==> config.mk <==
export PLATFORM = sky130hd
export DESIGN_NAME = fractional_clock_synth_control
export DESIGN_NICKNAME = d
export VERILOG_FILES = /design/src/verilog/synth_pkg.sv /design/src/verilog/fractional_clock_synth_control.sv /design/src/verilog/synth_loop_core.sv
export SDC_FILE = /design/constraint.sdc
export NUM_CORES = 1
export LEC_CHECK = 0
export BUFFER_PORTS_ARGS = -buffer_cell sky130_fd_sc_hd__buf_2
export CORE_MARGIN = 2
export CORE_UTILIZATION = 55
export CTS_CLUSTER_DIAMETER = 80
export CTS_CLUSTER_SIZE = 40
export DETAILED_ROUTE_END_ITERATION = 16
export PLACE_DENSITY_LB_ADDON = 0.08
export SYNTH_ARGS = -nofsm -noshare
export SYNTH_HDL_FRONTEND = slang
export SYNTH_SLANG_ARGS = --single-unit
==> constraint.sdc <==
create_clock -name ref_clk_i -period 14.2 [get_ports ref_clk_i]
set_input_delay 0 -clock ref_clk_i [delete_from_list [all_inputs] [get_ports ref_clk_i]]
set_output_delay 0 -clock ref_clk_i [all_outputs]
set_load 0.005 [all_outputs]
==> src/verilog/synth_pkg.sv <==
// Constants and carrier types for the clock synthesiser control block
package synth_pkg;

    // ------------------------------------------------------------
    // Register indices (byte address is four times the index)
    // ------------------------------------------------------------
    localparam logic [5:0] IDX_ENABLE_DIVIDER  = 6'h2a;
    localparam logic [5:0] IDX_RATIO_INTEGER   = 6'h2b;
    localparam logic [5:0] IDX_FRACTION        = 6'h2c;
    localparam logic [5:0] IDX_REFERENCE_MODE  = 6'h2d;
    localparam logic [5:0] IDX_LOW_RATE_SOURCE = 6'h2e;
    localparam logic [5:0] IDX_STATUS          = 6'h2f;

    // ------------------------------------------------------------
    // Reset values and writable masks
    // ------------------------------------------------------------
    localparam logic [15:0] RST_ENABLE_DIVIDER = 16'h0200;
    localparam logic [15:0] RST_RATIO_INTEGER  = 16'h7086;
    localparam logic [15:0] RST_FRACTION       = 16'hc226;
    localparam logic [15:0] RST_REFERENCE_MODE = 16'h0000;
    localparam logic [15:0] MSK_ENABLE_DIVIDER = 16'hc7f7;
    localparam logic [15:0] MSK_RATIO_INTEGER  = 16'hfbff;
    localparam logic [15:0] MSK_FRACTION       = 16'hffff;
    localparam logic [15:0] MSK_REFERENCE_MODE = 16'h00a3;

    // ------------------------------------------------------------
    // Field positions
    // ------------------------------------------------------------
    localparam int BIT_DIGITAL_EN = 15;
    localparam int BIT_ANALOG_EN  = 14;
    localparam int LSB_OUTDIV     = 8;
    localparam int LSB_GAIN       = 4;
    localparam int LSB_RATE       = 0;
    localparam int LSB_RATIO      = 11;
    localparam int LSB_MULT_INT   = 0;
    localparam int BIT_RANGE      = 7;
    localparam int BIT_FRAC_MODE  = 5;
    localparam int LSB_SOURCE     = 0;

    // ------------------------------------------------------------
    // Field codes and loop constants
    // ------------------------------------------------------------
    localparam logic [1:0] SRC_MASTER_CLOCK = 2'h0;
    localparam logic [1:0] SRC_DAC_FRAME    = 2'h1;
    localparam logic [1:0] SRC_ADC_FRAME    = 2'h2;
    localparam logic [1:0] SRC_LOW_RATE     = 2'h3;
    localparam logic [2:0] OUTDIV_MAX       = 3'h4;
    localparam logic [2:0] RATE_MAX         = 3'h5;
    localparam logic [3:0] GAIN_MAX         = 4'h8;
    localparam int         ERR_SHIFT        = 12;
    localparam int         LOW_RANGE_SHIFT  = 4;
    localparam int         LOCK_TOL         = 32'h0002_0000;
    localparam logic [23:0] FW_INIT         = 24'h400000;
    localparam logic [23:0] FW_MIN          = 24'h000001;

    typedef struct packed {
        logic [1:0]  src_sel;
        logic        low_rate_pin;
        logic        range;
        logic        frac_mode;
        logic [4:0]  ratio;
        logic [9:0]  mult_int;
        logic [15:0] mult_frac;
        logic [2:0]  outdiv;
        logic [3:0]  gain;
        logic [2:0]  rate;
    } cfg_s;

endpackage : synth_pkg

==> src/verilog/fractional_clock_synth_control.sv <==
// Clock synthesiser control: APB registers, reference mux, loop core
//
// Operation
// RQ1: Selector code picks one of four references.
// RQ2: Low-rate reference from pin or internal oscillator.
// RQ3: Analogue enable first; digital enable a later write.
// RQ4: Software disables digital before changing settings.
// RQ5: Software resets loop when reference frequency changes.
// RQ6: Output equals reference times N.K times ratio, divided.
// RQ7: Multiplier: ten-bit integer, sixteen-bit half-weighted fraction.
// RQ8: Fraction used only in fractional mode.
// RQ9: Output divider two to thirty-two; reset code 010.
// RQ10: Software keeps oscillator between 90 and 100 MHz.
// RQ11: Loop gain powers of two, x1 to x256.
// RQ12: Control block runs at oscillator over 1..32.
// RQ13: Integer ratio 1 to 31, resets to 14.
// RQ14: Range bit selects high or low reference locking.
// RQ15: Software always uses fractional mode.
// RQ16: Reset multiplier values 086h and C226h.
// RQ17: Disabled loop holds clock low, state cleared.
// RQ18: Settings reach the loop only as one update.
`timescale 1ns/1ns
module fractional_clock_synth_control #(
    parameter int ADDR_W = 8
) (
    input  wire logic              ref_clk_i,
    input  wire logic              reset_i,
    input  wire logic              psel_i,
    input  wire logic              penable_i,
    input  wire logic              pwrite_i,
    input  wire logic [ADDR_W-1:0] paddr_i,
    input  wire logic [31:0]       pwdata_i,
    output logic [31:0]            prdata_o,
    output logic                   pready_o,
    output logic                   pslverr_o,
    input  wire logic              master_clock_i,
    input  wire logic              dac_frame_clock_i,
    input  wire logic              adc_frame_clock_i,
    input  wire logic              low_rate_pin_i,
    input  wire logic              low_rate_osc_i,
    output logic                   codec_system_clock_o,
    output logic                   synth_locked_o
);
    import synth_pkg::*;

    // ------------------------------------------------------------
    // State
    // ------------------------------------------------------------
    typedef struct packed {
        logic [15:0] enable_divider;
        logic [15:0] ratio_integer;
        logic [15:0] fraction;
        logic [15:0] reference_mode;
        logic        low_rate_from_pin;
        cfg_s        shadow;
        logic        pending;
        logic        ref_prev;
        logic        ready;
        logic        slverr;
        logic [31:0] rdata;
    } top_s;

    localparam cfg_s CFG_RST = '0;
    localparam top_s TOP_RST = '{
        enable_divider:    RST_ENABLE_DIVIDER,
        ratio_integer:     RST_RATIO_INTEGER, // [RQ13] [RQ16]
        fraction:          RST_FRACTION,      // [RQ16]
        reference_mode:    RST_REFERENCE_MODE,
        low_rate_from_pin: 1'b0,
        shadow:            CFG_RST,
        pending:           1'b0,
        ref_prev:          1'b0,
        ready:             1'b0,
        slverr:            1'b0,
        rdata:             32'h0000_0000
    };

    top_s        st_ff;
    top_s        nxt_st;
    logic        setup;
    logic        access;
    logic [5:0]  idx;
    logic        aligned;
    logic        mapped;
    logic        cfg_write;
    logic        run;
    logic        nxt_run;
    logic        ref_level;
    logic        ref_edge;
    logic        boundary;
    logic        locked;
    logic [15:0] wdata;
    logic [15:0] rd_word;
    logic [3:0]  status;

    // ------------------------------------------------------------
    // Register image to loop configuration
    // ------------------------------------------------------------
    function automatic cfg_s pack_cfg(input logic [15:0] r1,
                                      input logic [15:0] r2,
                                      input logic [15:0] r3,
                                      input logic [15:0] r4,
                                      input logic        pin);
        cfg_s c;
        c.src_sel      = r4[LSB_SOURCE +: 2];
        c.low_rate_pin = pin;
        c.range        = r4[BIT_RANGE];
        c.frac_mode    = r4[BIT_FRAC_MODE];
        c.ratio        = r2[LSB_RATIO +: 5];
        c.mult_int     = r2[LSB_MULT_INT +: 10];
        c.mult_frac    = r3;
        c.outdiv       = r1[LSB_OUTDIV +: 3];
        c.gain         = r1[LSB_GAIN +: 4];
        c.rate         = r1[LSB_RATE +: 3];
        return c;
    endfunction : pack_cfg

    // ------------------------------------------------------------
    // Reference selection
    // ------------------------------------------------------------
    always_comb begin
        case (st_ff.shadow.src_sel) // [RQ1]
            SRC_MASTER_CLOCK: ref_level = master_clock_i;
            SRC_DAC_FRAME:    ref_level = dac_frame_clock_i;
            SRC_ADC_FRAME:    ref_level = adc_frame_clock_i;
            default: begin
                ref_level = st_ff.shadow.low_rate_pin
                          ? low_rate_pin_i : low_rate_osc_i; // [RQ2]
            end
        endcase
    end

    // ------------------------------------------------------------
    // Bus decode
    // ------------------------------------------------------------
    always_comb begin
        setup   = psel_i && !penable_i;
        access  = psel_i && penable_i && st_ff.ready;
        idx     = paddr_i[7:2];
        aligned = (paddr_i[1:0] == 2'b00)
               && (paddr_i[ADDR_W-1:2] == (ADDR_W-2)'(idx));
        wdata   = pwdata_i[15:0];
        run     = st_ff.enable_divider[BIT_DIGITAL_EN]
               && st_ff.enable_divider[BIT_ANALOG_EN];
        status  = {codec_system_clock_o, st_ff.pending, locked, run};
        mapped  = 1'b0;
        rd_word = 16'h0000;
        if (!aligned) begin
            mapped = 1'b0;
        end else if (idx == IDX_ENABLE_DIVIDER) begin
            mapped  = 1'b1;
            rd_word = st_ff.enable_divider;
        end else if (idx == IDX_RATIO_INTEGER) begin
            mapped  = 1'b1;
            rd_word = st_ff.ratio_integer;
        end else if (idx == IDX_FRACTION) begin
            mapped  = 1'b1;
            rd_word = st_ff.fraction;
        end else if (idx == IDX_REFERENCE_MODE) begin
            mapped  = 1'b1;
            rd_word = st_ff.reference_mode;
        end else if (idx == IDX_LOW_RATE_SOURCE) begin
            mapped  = 1'b1;
            rd_word = {15'h0000, st_ff.low_rate_from_pin};
        end else if (idx == IDX_STATUS) begin
            mapped  = !pwrite_i;
            rd_word = {12'h000, status};
        end
    end

    // ------------------------------------------------------------
    // Next state
    // ------------------------------------------------------------
    always_comb begin
        nxt_st    = st_ff;
        cfg_write = 1'b0;

        // One setup cycle, then a single access cycle with pready
        nxt_st.ready  = setup;
        nxt_st.slverr = setup && !mapped;
        if (setup) begin
            nxt_st.rdata = (mapped && !pwrite_i)
                         ? {16'h0000, rd_word} : 32'h0000_0000;
        end

        if (access && pwrite_i && !st_ff.slverr) begin
            cfg_write = 1'b1;
            if (idx == IDX_ENABLE_DIVIDER) begin
                nxt_st.enable_divider = wdata & MSK_ENABLE_DIVIDER;
                // Digital enable only sticks once analogue is on
                if (!st_ff.enable_divider[BIT_ANALOG_EN]) begin
                    nxt_st.enable_divider[BIT_DIGITAL_EN] = 1'b0; // [RQ3]
                end
            end else if (idx == IDX_RATIO_INTEGER) begin
                nxt_st.ratio_integer = wdata & MSK_RATIO_INTEGER;
                // Ratio of zero is outside 1..31; keep the old one
                if (wdata[LSB_RATIO +: 5] == 5'h00) begin
                    nxt_st.ratio_integer[LSB_RATIO +: 5] =
                        st_ff.ratio_integer[LSB_RATIO +: 5]; // [RQ13]
                end
            end else if (idx == IDX_FRACTION) begin
                nxt_st.fraction = wdata & MSK_FRACTION;
            end else if (idx == IDX_REFERENCE_MODE) begin
                nxt_st.reference_mode = wdata & MSK_REFERENCE_MODE;
            end else if (idx == IDX_LOW_RATE_SOURCE) begin
                nxt_st.low_rate_from_pin = wdata[0];
            end else begin
                cfg_write = 1'b0;
            end
        end

        nxt_run = nxt_st.enable_divider[BIT_DIGITAL_EN]
               && nxt_st.enable_divider[BIT_ANALOG_EN];

        // While idle the loop follows the registers directly; while
        // running a change waits for the end of an output period so
        // the clock never sees its settings change in the middle of a period.
        // A parked divider shows no clock, so nothing can tear
        if (!run || (st_ff.pending && (boundary
                || st_ff.shadow.outdiv > OUTDIV_MAX))) begin // [RQ18]
            nxt_st.shadow  = pack_cfg(nxt_st.enable_divider,
                                      nxt_st.ratio_integer,
                                      nxt_st.fraction,
                                      nxt_st.reference_mode,
                                      nxt_st.low_rate_from_pin);
            nxt_st.pending = 1'b0;
        end
        // A write in the same cycle as an update still counts
        if (cfg_write && run && nxt_run) begin
            nxt_st.pending = 1'b1; // [RQ18]
        end
        if (!nxt_run) begin
            nxt_st.pending = 1'b0;
        end

        nxt_st.ref_prev = ref_level;
    end

    always_ff @(posedge ref_clk_i) begin
        if (reset_i) begin
            st_ff <= TOP_RST;
        end else begin
            st_ff <= nxt_st;
        end
    end

    // ------------------------------------------------------------
    // Loop core
    // ------------------------------------------------------------
    assign ref_edge = run && ref_level && !st_ff.ref_prev;

    synth_loop_core #(
        .PHASE_W (24),
        .CNT_W   (15)
    ) u_loop (
        .ref_clk_i  (ref_clk_i),
        .reset_i    (reset_i),
        .run_i      (run), // [RQ17]
        .ref_edge_i (ref_edge),
        .cfg_i      (st_ff.shadow),
        .boundary_o (boundary),
        .locked_o   (locked),
        .clk_o      (codec_system_clock_o)
    );

    assign synth_locked_o = locked;
    assign prdata_o       = st_ff.rdata;
    assign pready_o       = st_ff.ready;
    assign pslverr_o      = st_ff.slverr;

endmodule : fractional_clock_synth_control

==> src/verilog/synth_loop_core.sv <==
// Locking loop: oscillator model, loop filter and output divider
`timescale 1ns/1ns
module synth_loop_core #(
    parameter int PHASE_W = 24,
    parameter int CNT_W   = 15
) (
    input  wire logic            ref_clk_i,
    input  wire logic            reset_i,
    input  wire logic            run_i,
    input  wire logic            ref_edge_i,
    input  wire synth_pkg::cfg_s cfg_i,
    output logic                 boundary_o,
    output logic                 locked_o,
    output logic                 clk_o
);
    import synth_pkg::*;

    typedef struct packed {
        logic [PHASE_W-1:0] phase;
        logic [PHASE_W-1:0] fw;
        logic [CNT_W-1:0]   cnt;
        logic [4:0]         ctrl_div;
        logic [4:0]         out_div;
        logic               clk;
        logic               lock;
    } core_s;

    localparam core_s CORE_RST = '{phase: '0, fw: FW_INIT, cnt: '0,
        ctrl_div: '0, out_div: '0, clk: 1'b0, lock: 1'b0};

    core_s                     st_ff;
    core_s                     nxt_st;
    logic [PHASE_W:0]          sum;
    logic                      osc_tick;
    logic                      ctrl_tick;
    logic [2:0]                rate;
    logic [3:0]                gain;
    logic [4:0]                ctrl_lim;
    logic [4:0]                half_lim;
    logic [15:0]               frac;
    logic [30:0]               target;
    logic signed [31:0]        err;
    logic signed [31:0]        adj;
    logic signed [PHASE_W+1:0] fw_new;

    always_comb begin
        nxt_st   = st_ff;
        sum      = {1'b0, st_ff.phase} + {1'b0, st_ff.fw};
        osc_tick = sum[PHASE_W];
        rate     = (cfg_i.rate > RATE_MAX) ? RATE_MAX : cfg_i.rate; // [RQ12]
        gain     = (cfg_i.gain > GAIN_MAX) ? GAIN_MAX : cfg_i.gain; // [RQ11]
        ctrl_lim = 5'((6'd1 << rate) - 6'd1); // [RQ12]
        ctrl_tick = osc_tick && (st_ff.ctrl_div == ctrl_lim);
        half_lim = 5'((6'd1 << cfg_i.outdiv) - 6'd1); // [RQ9]
        // Integer mode drops the fraction entirely
        frac = cfg_i.frac_mode ? cfg_i.mult_frac : 16'h0000; // [RQ8]
        // Target control-block ticks per reference period, 16 frac bits
        target = 31'({5'h00, cfg_i.mult_int, frac}
                 * {26'h0000000, cfg_i.ratio}) >> rate; // [RQ6] [RQ7]
        err = $signed({1'b0, target})
            - $signed({1'b0, st_ff.cnt, 16'h0000});
        // Low range sees long counts, so the error is damped more
        adj = (err >>> (cfg_i.range ? ERR_SHIFT + LOW_RANGE_SHIFT
                                    : ERR_SHIFT)) <<< gain; // [RQ14]
        fw_new = $signed({2'b00, st_ff.fw}) + adj[PHASE_W+1:0];
        boundary_o = osc_tick && (st_ff.out_div == half_lim) && st_ff.clk;

        nxt_st.phase = sum[PHASE_W-1:0];
        if (osc_tick) begin
            nxt_st.ctrl_div = ctrl_tick ? 5'h00 : st_ff.ctrl_div + 5'h01;
        end
        if (ref_edge_i) begin
            nxt_st.cnt  = '0;
            nxt_st.lock = (err < LOCK_TOL) && (err > -LOCK_TOL);
            if (fw_new <= 0) begin
                nxt_st.fw = FW_MIN;
            end else if (fw_new[PHASE_W+1:PHASE_W] != 2'b00) begin
                nxt_st.fw = '1;
            end else begin
                nxt_st.fw = fw_new[PHASE_W-1:0];
            end
        end else if (ctrl_tick && (st_ff.cnt != '1)) begin
            nxt_st.cnt = st_ff.cnt + 1'b1;
        end
        // Reserved divider codes park the output low
        if (cfg_i.outdiv > OUTDIV_MAX) begin // [RQ9]
            nxt_st.clk     = 1'b0;
            nxt_st.out_div = 5'h00;
        end else if (osc_tick) begin
            if (st_ff.out_div == half_lim) begin
                nxt_st.out_div = 5'h00;
                nxt_st.clk     = ~st_ff.clk; // [RQ6]
            end else begin
                nxt_st.out_div = st_ff.out_div + 5'h01;
            end
        end
        if (!run_i) begin
            nxt_st = CORE_RST; // [RQ17]
        end
    end

    always_ff @(posedge ref_clk_i) begin
        if (reset_i) begin
            st_ff <= CORE_RST;
        end else begin
            st_ff <= nxt_st;
        end
    end

    assign locked_o = st_ff.lock;
    assign clk_o    = st_ff.clk;

endmodule : synth_loop_core

# After elaboration in Yosys (flattened, before gate mapping)
# Index checks and enable logic that the tools add are counted.
# word_totals
ff_bits,205
out_inout_bits,36
elab_cells,143
# classes
add_sub_neg,8
mul,1
n_lt_le_gt_ge,6
eq_ne,11
shifts,5
mux,45
n_bitwise,3
reduce_logical,37
# ops
cell,n
two-way mux 16 bit,9
two-way mux 65 bit,1
two-way mux 49 bit,1
two-way mux 24 bit,2
"equality test 6 bit, second input constant",6
two-way mux 33 bit,1
"> comparator 32 x 18 -> 1 bit, second input constant",1
"less-than comparator 32 x 19 -> 1 bit, second input constant",1
<<< shifter 32 x 4 -> 26 bit,1
>>> shifter 32 x 32 -> 32 bit,1
subtractor 31 x 31 -> 32 bit,1
multiplier 26 x 5 -> 31 bit,1
right shift 31 x 3 -> 31 bit,1
adder 24 x 26 -> 26 bit,1
"less-or-equal comparator 26 x 1 -> 1 bit, second input constant",1
adder 24 x 24 -> 25 bit,1
two-way mux 5 bit,4
logical AND 1 bit,19
two-way mux 1 bit,19
two-way mux 8 bit,2
"adder 15 x 1 -> 15 bit, second input constant",1
"!= test 15 bit, second input constant",1
two-way mux 4 bit,3
"adder 5 x 1 -> 5 bit, second input constant",2
other kinds (19),35

# Logic depth before layout (Yosys ltp)
# depth
word_depth,10
mapped_depth,48

# By module
# A second synthesis with hierarchy kept.
# unflattened
hier_cells,2249
area_unflattened_um2,17787.1
# modules_own_cells
mod,n_inst,cells_each,area_each_um2,seq_area_each_um2
synth_loop_core,1,1729,12888.6,1501.4
fractional_clock_synth_control,1,520,4898.4,2282.2

# Least setup slack after synthesis
# OpenSTA, ideal clock, no wires.
# synth_timing
path_kind,reg2reg
start,register st_ff[77] in the netlist's numbering
end,register u_loop.st_ff[36] in the netlist's numbering
arrival_ns,9.863
required_ns,14.083
slack_ns,4.221
stages_incl_launch_ff,47
n_path_buf,4
period_less_slack_ns,9.979
cell_sequence,dfxtp_1 -> clkbuf_1 -> clkbuf_1 -> and3_1 -> fa_1 -> fa_1 -> inv_1 -> fa_1 -> inv_1 -> ha_1 -> clkbuf_1 -> a211oi_1 -> nor2_1 -> or4_1 -> a211oi_1 -> nor4b_1 -> o41ai_2 -> o31ai_1 -> [11 not listed] -> a211o_1 -> o21ai_0 -> mux2i_1 -> nor2_1 -> a211oi_1 -> ha_1 -> a21o_1 -> a21oi_1 -> o21ai_0 -> a21oi_1 -> o211ai_1 -> a21o_1 -> a21oi_1 -> nand4_1 -> nand3_2 -> buf_6 -> nand2_1 -> a22o_1
# synth_via
elab_chain_cells,10
# synth_rtl
element,line_no,text
"start, declared",fractional_clock_synth_control.sv:78,top_s st_ff;
"start signal, assigned",fractional_clock_synth_control.sv:243,st_ff <= nxt_st;
two-way mux 16 bit (*),synth_loop_core.sv:56,frac = cfg_i.frac_mode ? cfg_i.mult_frac : 16'h0000;
multiplier 26 x 5 -> 31 bit (*),synth_loop_core.sv:59,"* {26'h0000000, cfg_i.ratio}) >> rate;"
right shift 31 x 3 -> 31 bit (*),synth_loop_core.sv:58,"target = 31'({5'h00, cfg_i.mult_int, frac}"
subtractor 31 x 31 -> 32 bit (*),synth_loop_core.sv:61,"- $signed({1'b0, st_ff.cnt, 16'h0000});"
>>> shifter 32 x 32 -> 32 bit (*),synth_loop_core.sv:63,adj = (err >>> (cfg_i.range ? ERR_SHIFT + LOW_RANGE_SHIFT
<<< shifter 32 x 4 -> 26 bit (*),synth_loop_core.sv:63,
adder 24 x 26 -> 26 bit (*),synth_loop_core.sv:65,"fw_new = $signed({2'b00, st_ff.fw}) + adj[PHASE_W+1:0];"
"parallel branches: the longest is 2 deep, another holds less-or-equal comparator 26 x 1 -> 1 bit",n/a,
two-way mux 24 bit (*),synth_loop_core.sv:75,if (fw_new <= 0) begin
"end signal, assigned",synth_loop_core.sv:106,st_ff <= nxt_st;
"end, declared",synth_loop_core.sv:31,core_s st_ff;
# Mark *: on every way between the ends.
# A chain may end at the register's enable or synchronous reset.

# Final worst setup path
# layout_timing
start,register st_ff[77] in the netlist's numbering
end,register u_loop.st_ff[49] in the netlist's numbering
# The elaborated chain is that of the path after synthesis.

==> impl_metrics.toml <==
[global_route]
antenna_found_initial = 1
grt_pass1_wl_mm = 74.52
grt_pass1_vias = 14504
grt_max_degree = 95
overflow = 0
grt_use_total_pct = 27.65

[timing]
fin_ws_ns = 1.636
tightest_slew_ns = 1.184
fmaxAchievable_mhz = 79.59
slew_viol_final = 0
hold_viol = 0
rsz0062_at_grt = "no"
tns_ns = 0
final.min_clock_period_ns = 12.56
fin_skew_ns = 0.02389
hold_slack_ns = 0.03504
setup_violations = 0
max_slew_margin_pct = 20.90
min_period_over_period_pct = 88.48

[power_and_ir_drop]
p_sw_share_pct = 30.83
cellPowerDensity_nw_per_um2 = 69.20
p_leak_nw = 8.359
vdd_ir_drop_max_v = 0.00008648
power_frac_comb_pct = 16.0
clkPwrFrac_pct = 42.0
p_sw_w = 0.0003955
p_int_w = 0.0008875
seqPwrFrac_pct = 42.0

[route]
detail_route.wl_per_cell_um = 17.54
drt_iter0_drc = 1055
vias = 15401
remaining_drc_errors = 0
routed_wl_mm = 44.97
firstDrtPassIters = 5
ant_nets = 0
avgViaCountPerCell = 6.007

[placed_design]
dp_cells = 2512
portBuffers = 53
dp_hpwl_mm = 33.78
place_congestion = 0.8750
dp_slack_ns = 1.897

[floorplanning]
core-area_sq_um = 31390
die_y_um = 181.9
die_w_um = 181.9
rows = 65
die-area_sq_um = 33080
start_util_pct = 55.44
pin_count = 86

[yosys]
ys_types = 96
syn_avg_cell_area_sq_um = 8.017
synth_edf_count = 0
synth_compound_area_share_pct = 20.04
syn_area_sq_um = 17400
yosysWarnings = 0
ys.flop_type = "dfxtp_1"
synth_top_family_by_area = "simple AND/OR/NAND/NOR gates"
ys_ff_latch = 189
synthAdderAreaFrac_pct = 16.32
synthCells = 2171
synthSimpleGateAreaFrac_pct = 21.88
synthMuxAreaShare_pct = 9.037
synth-xor-area-share_pct = 3.875
synthArstFlopShare_pct = 0
yosysSeqAreaShare_pct = 21.74

[worst_setup_path]
end_kind = "register"
path_max_fanout = 62
critPathKind = "reg -> reg"
crit_required_ns = 14.55
slowest_delay_ns = 0.55
crit_family = "compound AO/OA/AOI/OAI gates"
startpoint_type = "register"
slowest_stage = "fa_1"
crit_buf_inv = 3
cp.arrival_ns = 12.92

[cells_and_area]
fin_nets = 2380
drive_above_1_share_pct = 6.895
mostFrequentLayoutCells = "nand2_1 (200), nor2_1 (189), dfxtp_1 (188)"
stdcell_count = 2564
final.fill_count = 2899
multi_input_comb_area_sq_um = 12470
seqCellArea_sq_um = 3785
areaGrowthSynthToFinish_pct = 6.528
mostFrequentLayoutCell = "nand2_1"
post-route-util_pct = 59.06

[outcome]
status = "completed"

[clock_network]
cts_resized = 0
h-tree-depth = 4
ctsLongestPathBuffers = 2
clockRootBuffer = "clkbuf_16"
clock_sinks = 189
numCtsBuffers = 17
cts_tree = "built"
clk_pin_slew_ns = 0.10
clk_latency_ns = 0.47

[hold_path]
hp-class = "in -> reg"

[run]
maxCapViolCount = 0
==> cells in the mapped netlist, types with 36 or more instances <==
master      n  area, sq um
a21oi_1   125        625.6
nor2b_1    49        306.5
o21ai_0    81        405.4
and3_1     72        450.4
nor2_1    191        716.9
xnor2_1    41        359.1
xor2_1     36        315.3
ha_1      107         1339
clkbuf_1   96        360.4
inv_1     146        548.0
mux2i_1    87        870.8
dfxtp_1   189         3784
nand2_1   200        750.7
nand3_1    53        265.3
a21o_1     44        330.3
mux2_1     42        473.0
fa_1       75         1501
and2_1     43        269.0
==> worst min-delay path, delay by kind of cell <==
kind	cells	cell delay [ns]
AND/OR/NAND/NOR	2	0.28
AO/OA/AOI/OAI	1	0.05
buffers and inverters	1	0.12
==> per-stage QoR <==
| step | cell area [sq um] | total power (W) |
|---|---|---|
| global route | 18540 | 0.001336 |
| finish | 18540 | 0.001283 |
| CTS | 18540 | 0.001287 |
| floorplan | 17460 | 0.0007003 |
| global placement | 17680 | 0.0007456 |
| detailed placement | 17680 | 0.0007469 |
==> final timing paths <==
kind | startpoint | end | slack, ns | depth (start not counted)
min reg2reg | prdata_o[14] | prdata_o[14] | 0.46 | 2
max reg2reg | st_ff[77] | u_loop.st_ff[49] | 1.64 | 43
min | pwrite_i | st_ff[35] | 0.04 | 4
max | st_ff[77] | u_loop.st_ff[49] | 1.64 | 43
==> sequential cells by signal, indices dropped and copies added (netlist names) <==
register         cells
u_loop.clk_o         1
pready_o             1
u_loop.st_ff        73
prdata_o            16
u_loop.locked_o      1
pslverr_o            1
st_ff               96
==> power by group through the flow <==
| stage | registers [W] | clock network [W] | logic, W |
|---|---|---|---|
| finish | 0.000539 | 0.000539 | 0.000205 |
| global route | 0.000540 | 0.000569 | 0.000227 |
| CTS | 0.000539 | 0.000547 | 0.000202 |
| detailed placement | 0.000551 | 0 | 0.000196 |
| global placement | 0.000551 | 0 | 0.000195 |
| floorplan | 0.000546 | 0 | 0.000154 |
==> cells by family after synthesis <==
group,count (synthesis)
multiplexers,146
AND/OR/NAND/NOR,768
AO/OA/AOI/OAI,517
adder cells (fa/ha/maj),182
buffers and inverters,291
flip-flops,189
XOR/XNOR,77
other,1
==> final cells by class <==
cell class,instances,area share (%)
well taps,402,2.713
multi-input cells,1706,67.24
inverters,149,3.017
clock buffers,17,2.295
diodes,1,0.01350
flip-flops and latches,189,20.41
repair buffers,85,2.996
clock inverters,15,1.316
==> layer usage <==
metal	routed length (um)	vias up	GRT usage [%]
li1	-	7559	-
met1	22030	7358	39.68
met2	19360	430	42.84
met3	2605	54	4.593
met4	967	0	7.968
met5	0	-	0
==> repair_timing <==
item | 4_1_cts | 5_1_grt
endpoints found under the hold margin | 67 | 0
setup buffers | 0 | 0
hold buffers | 19 | 0
Note: power is estimated with default switching activity, not from simulation.
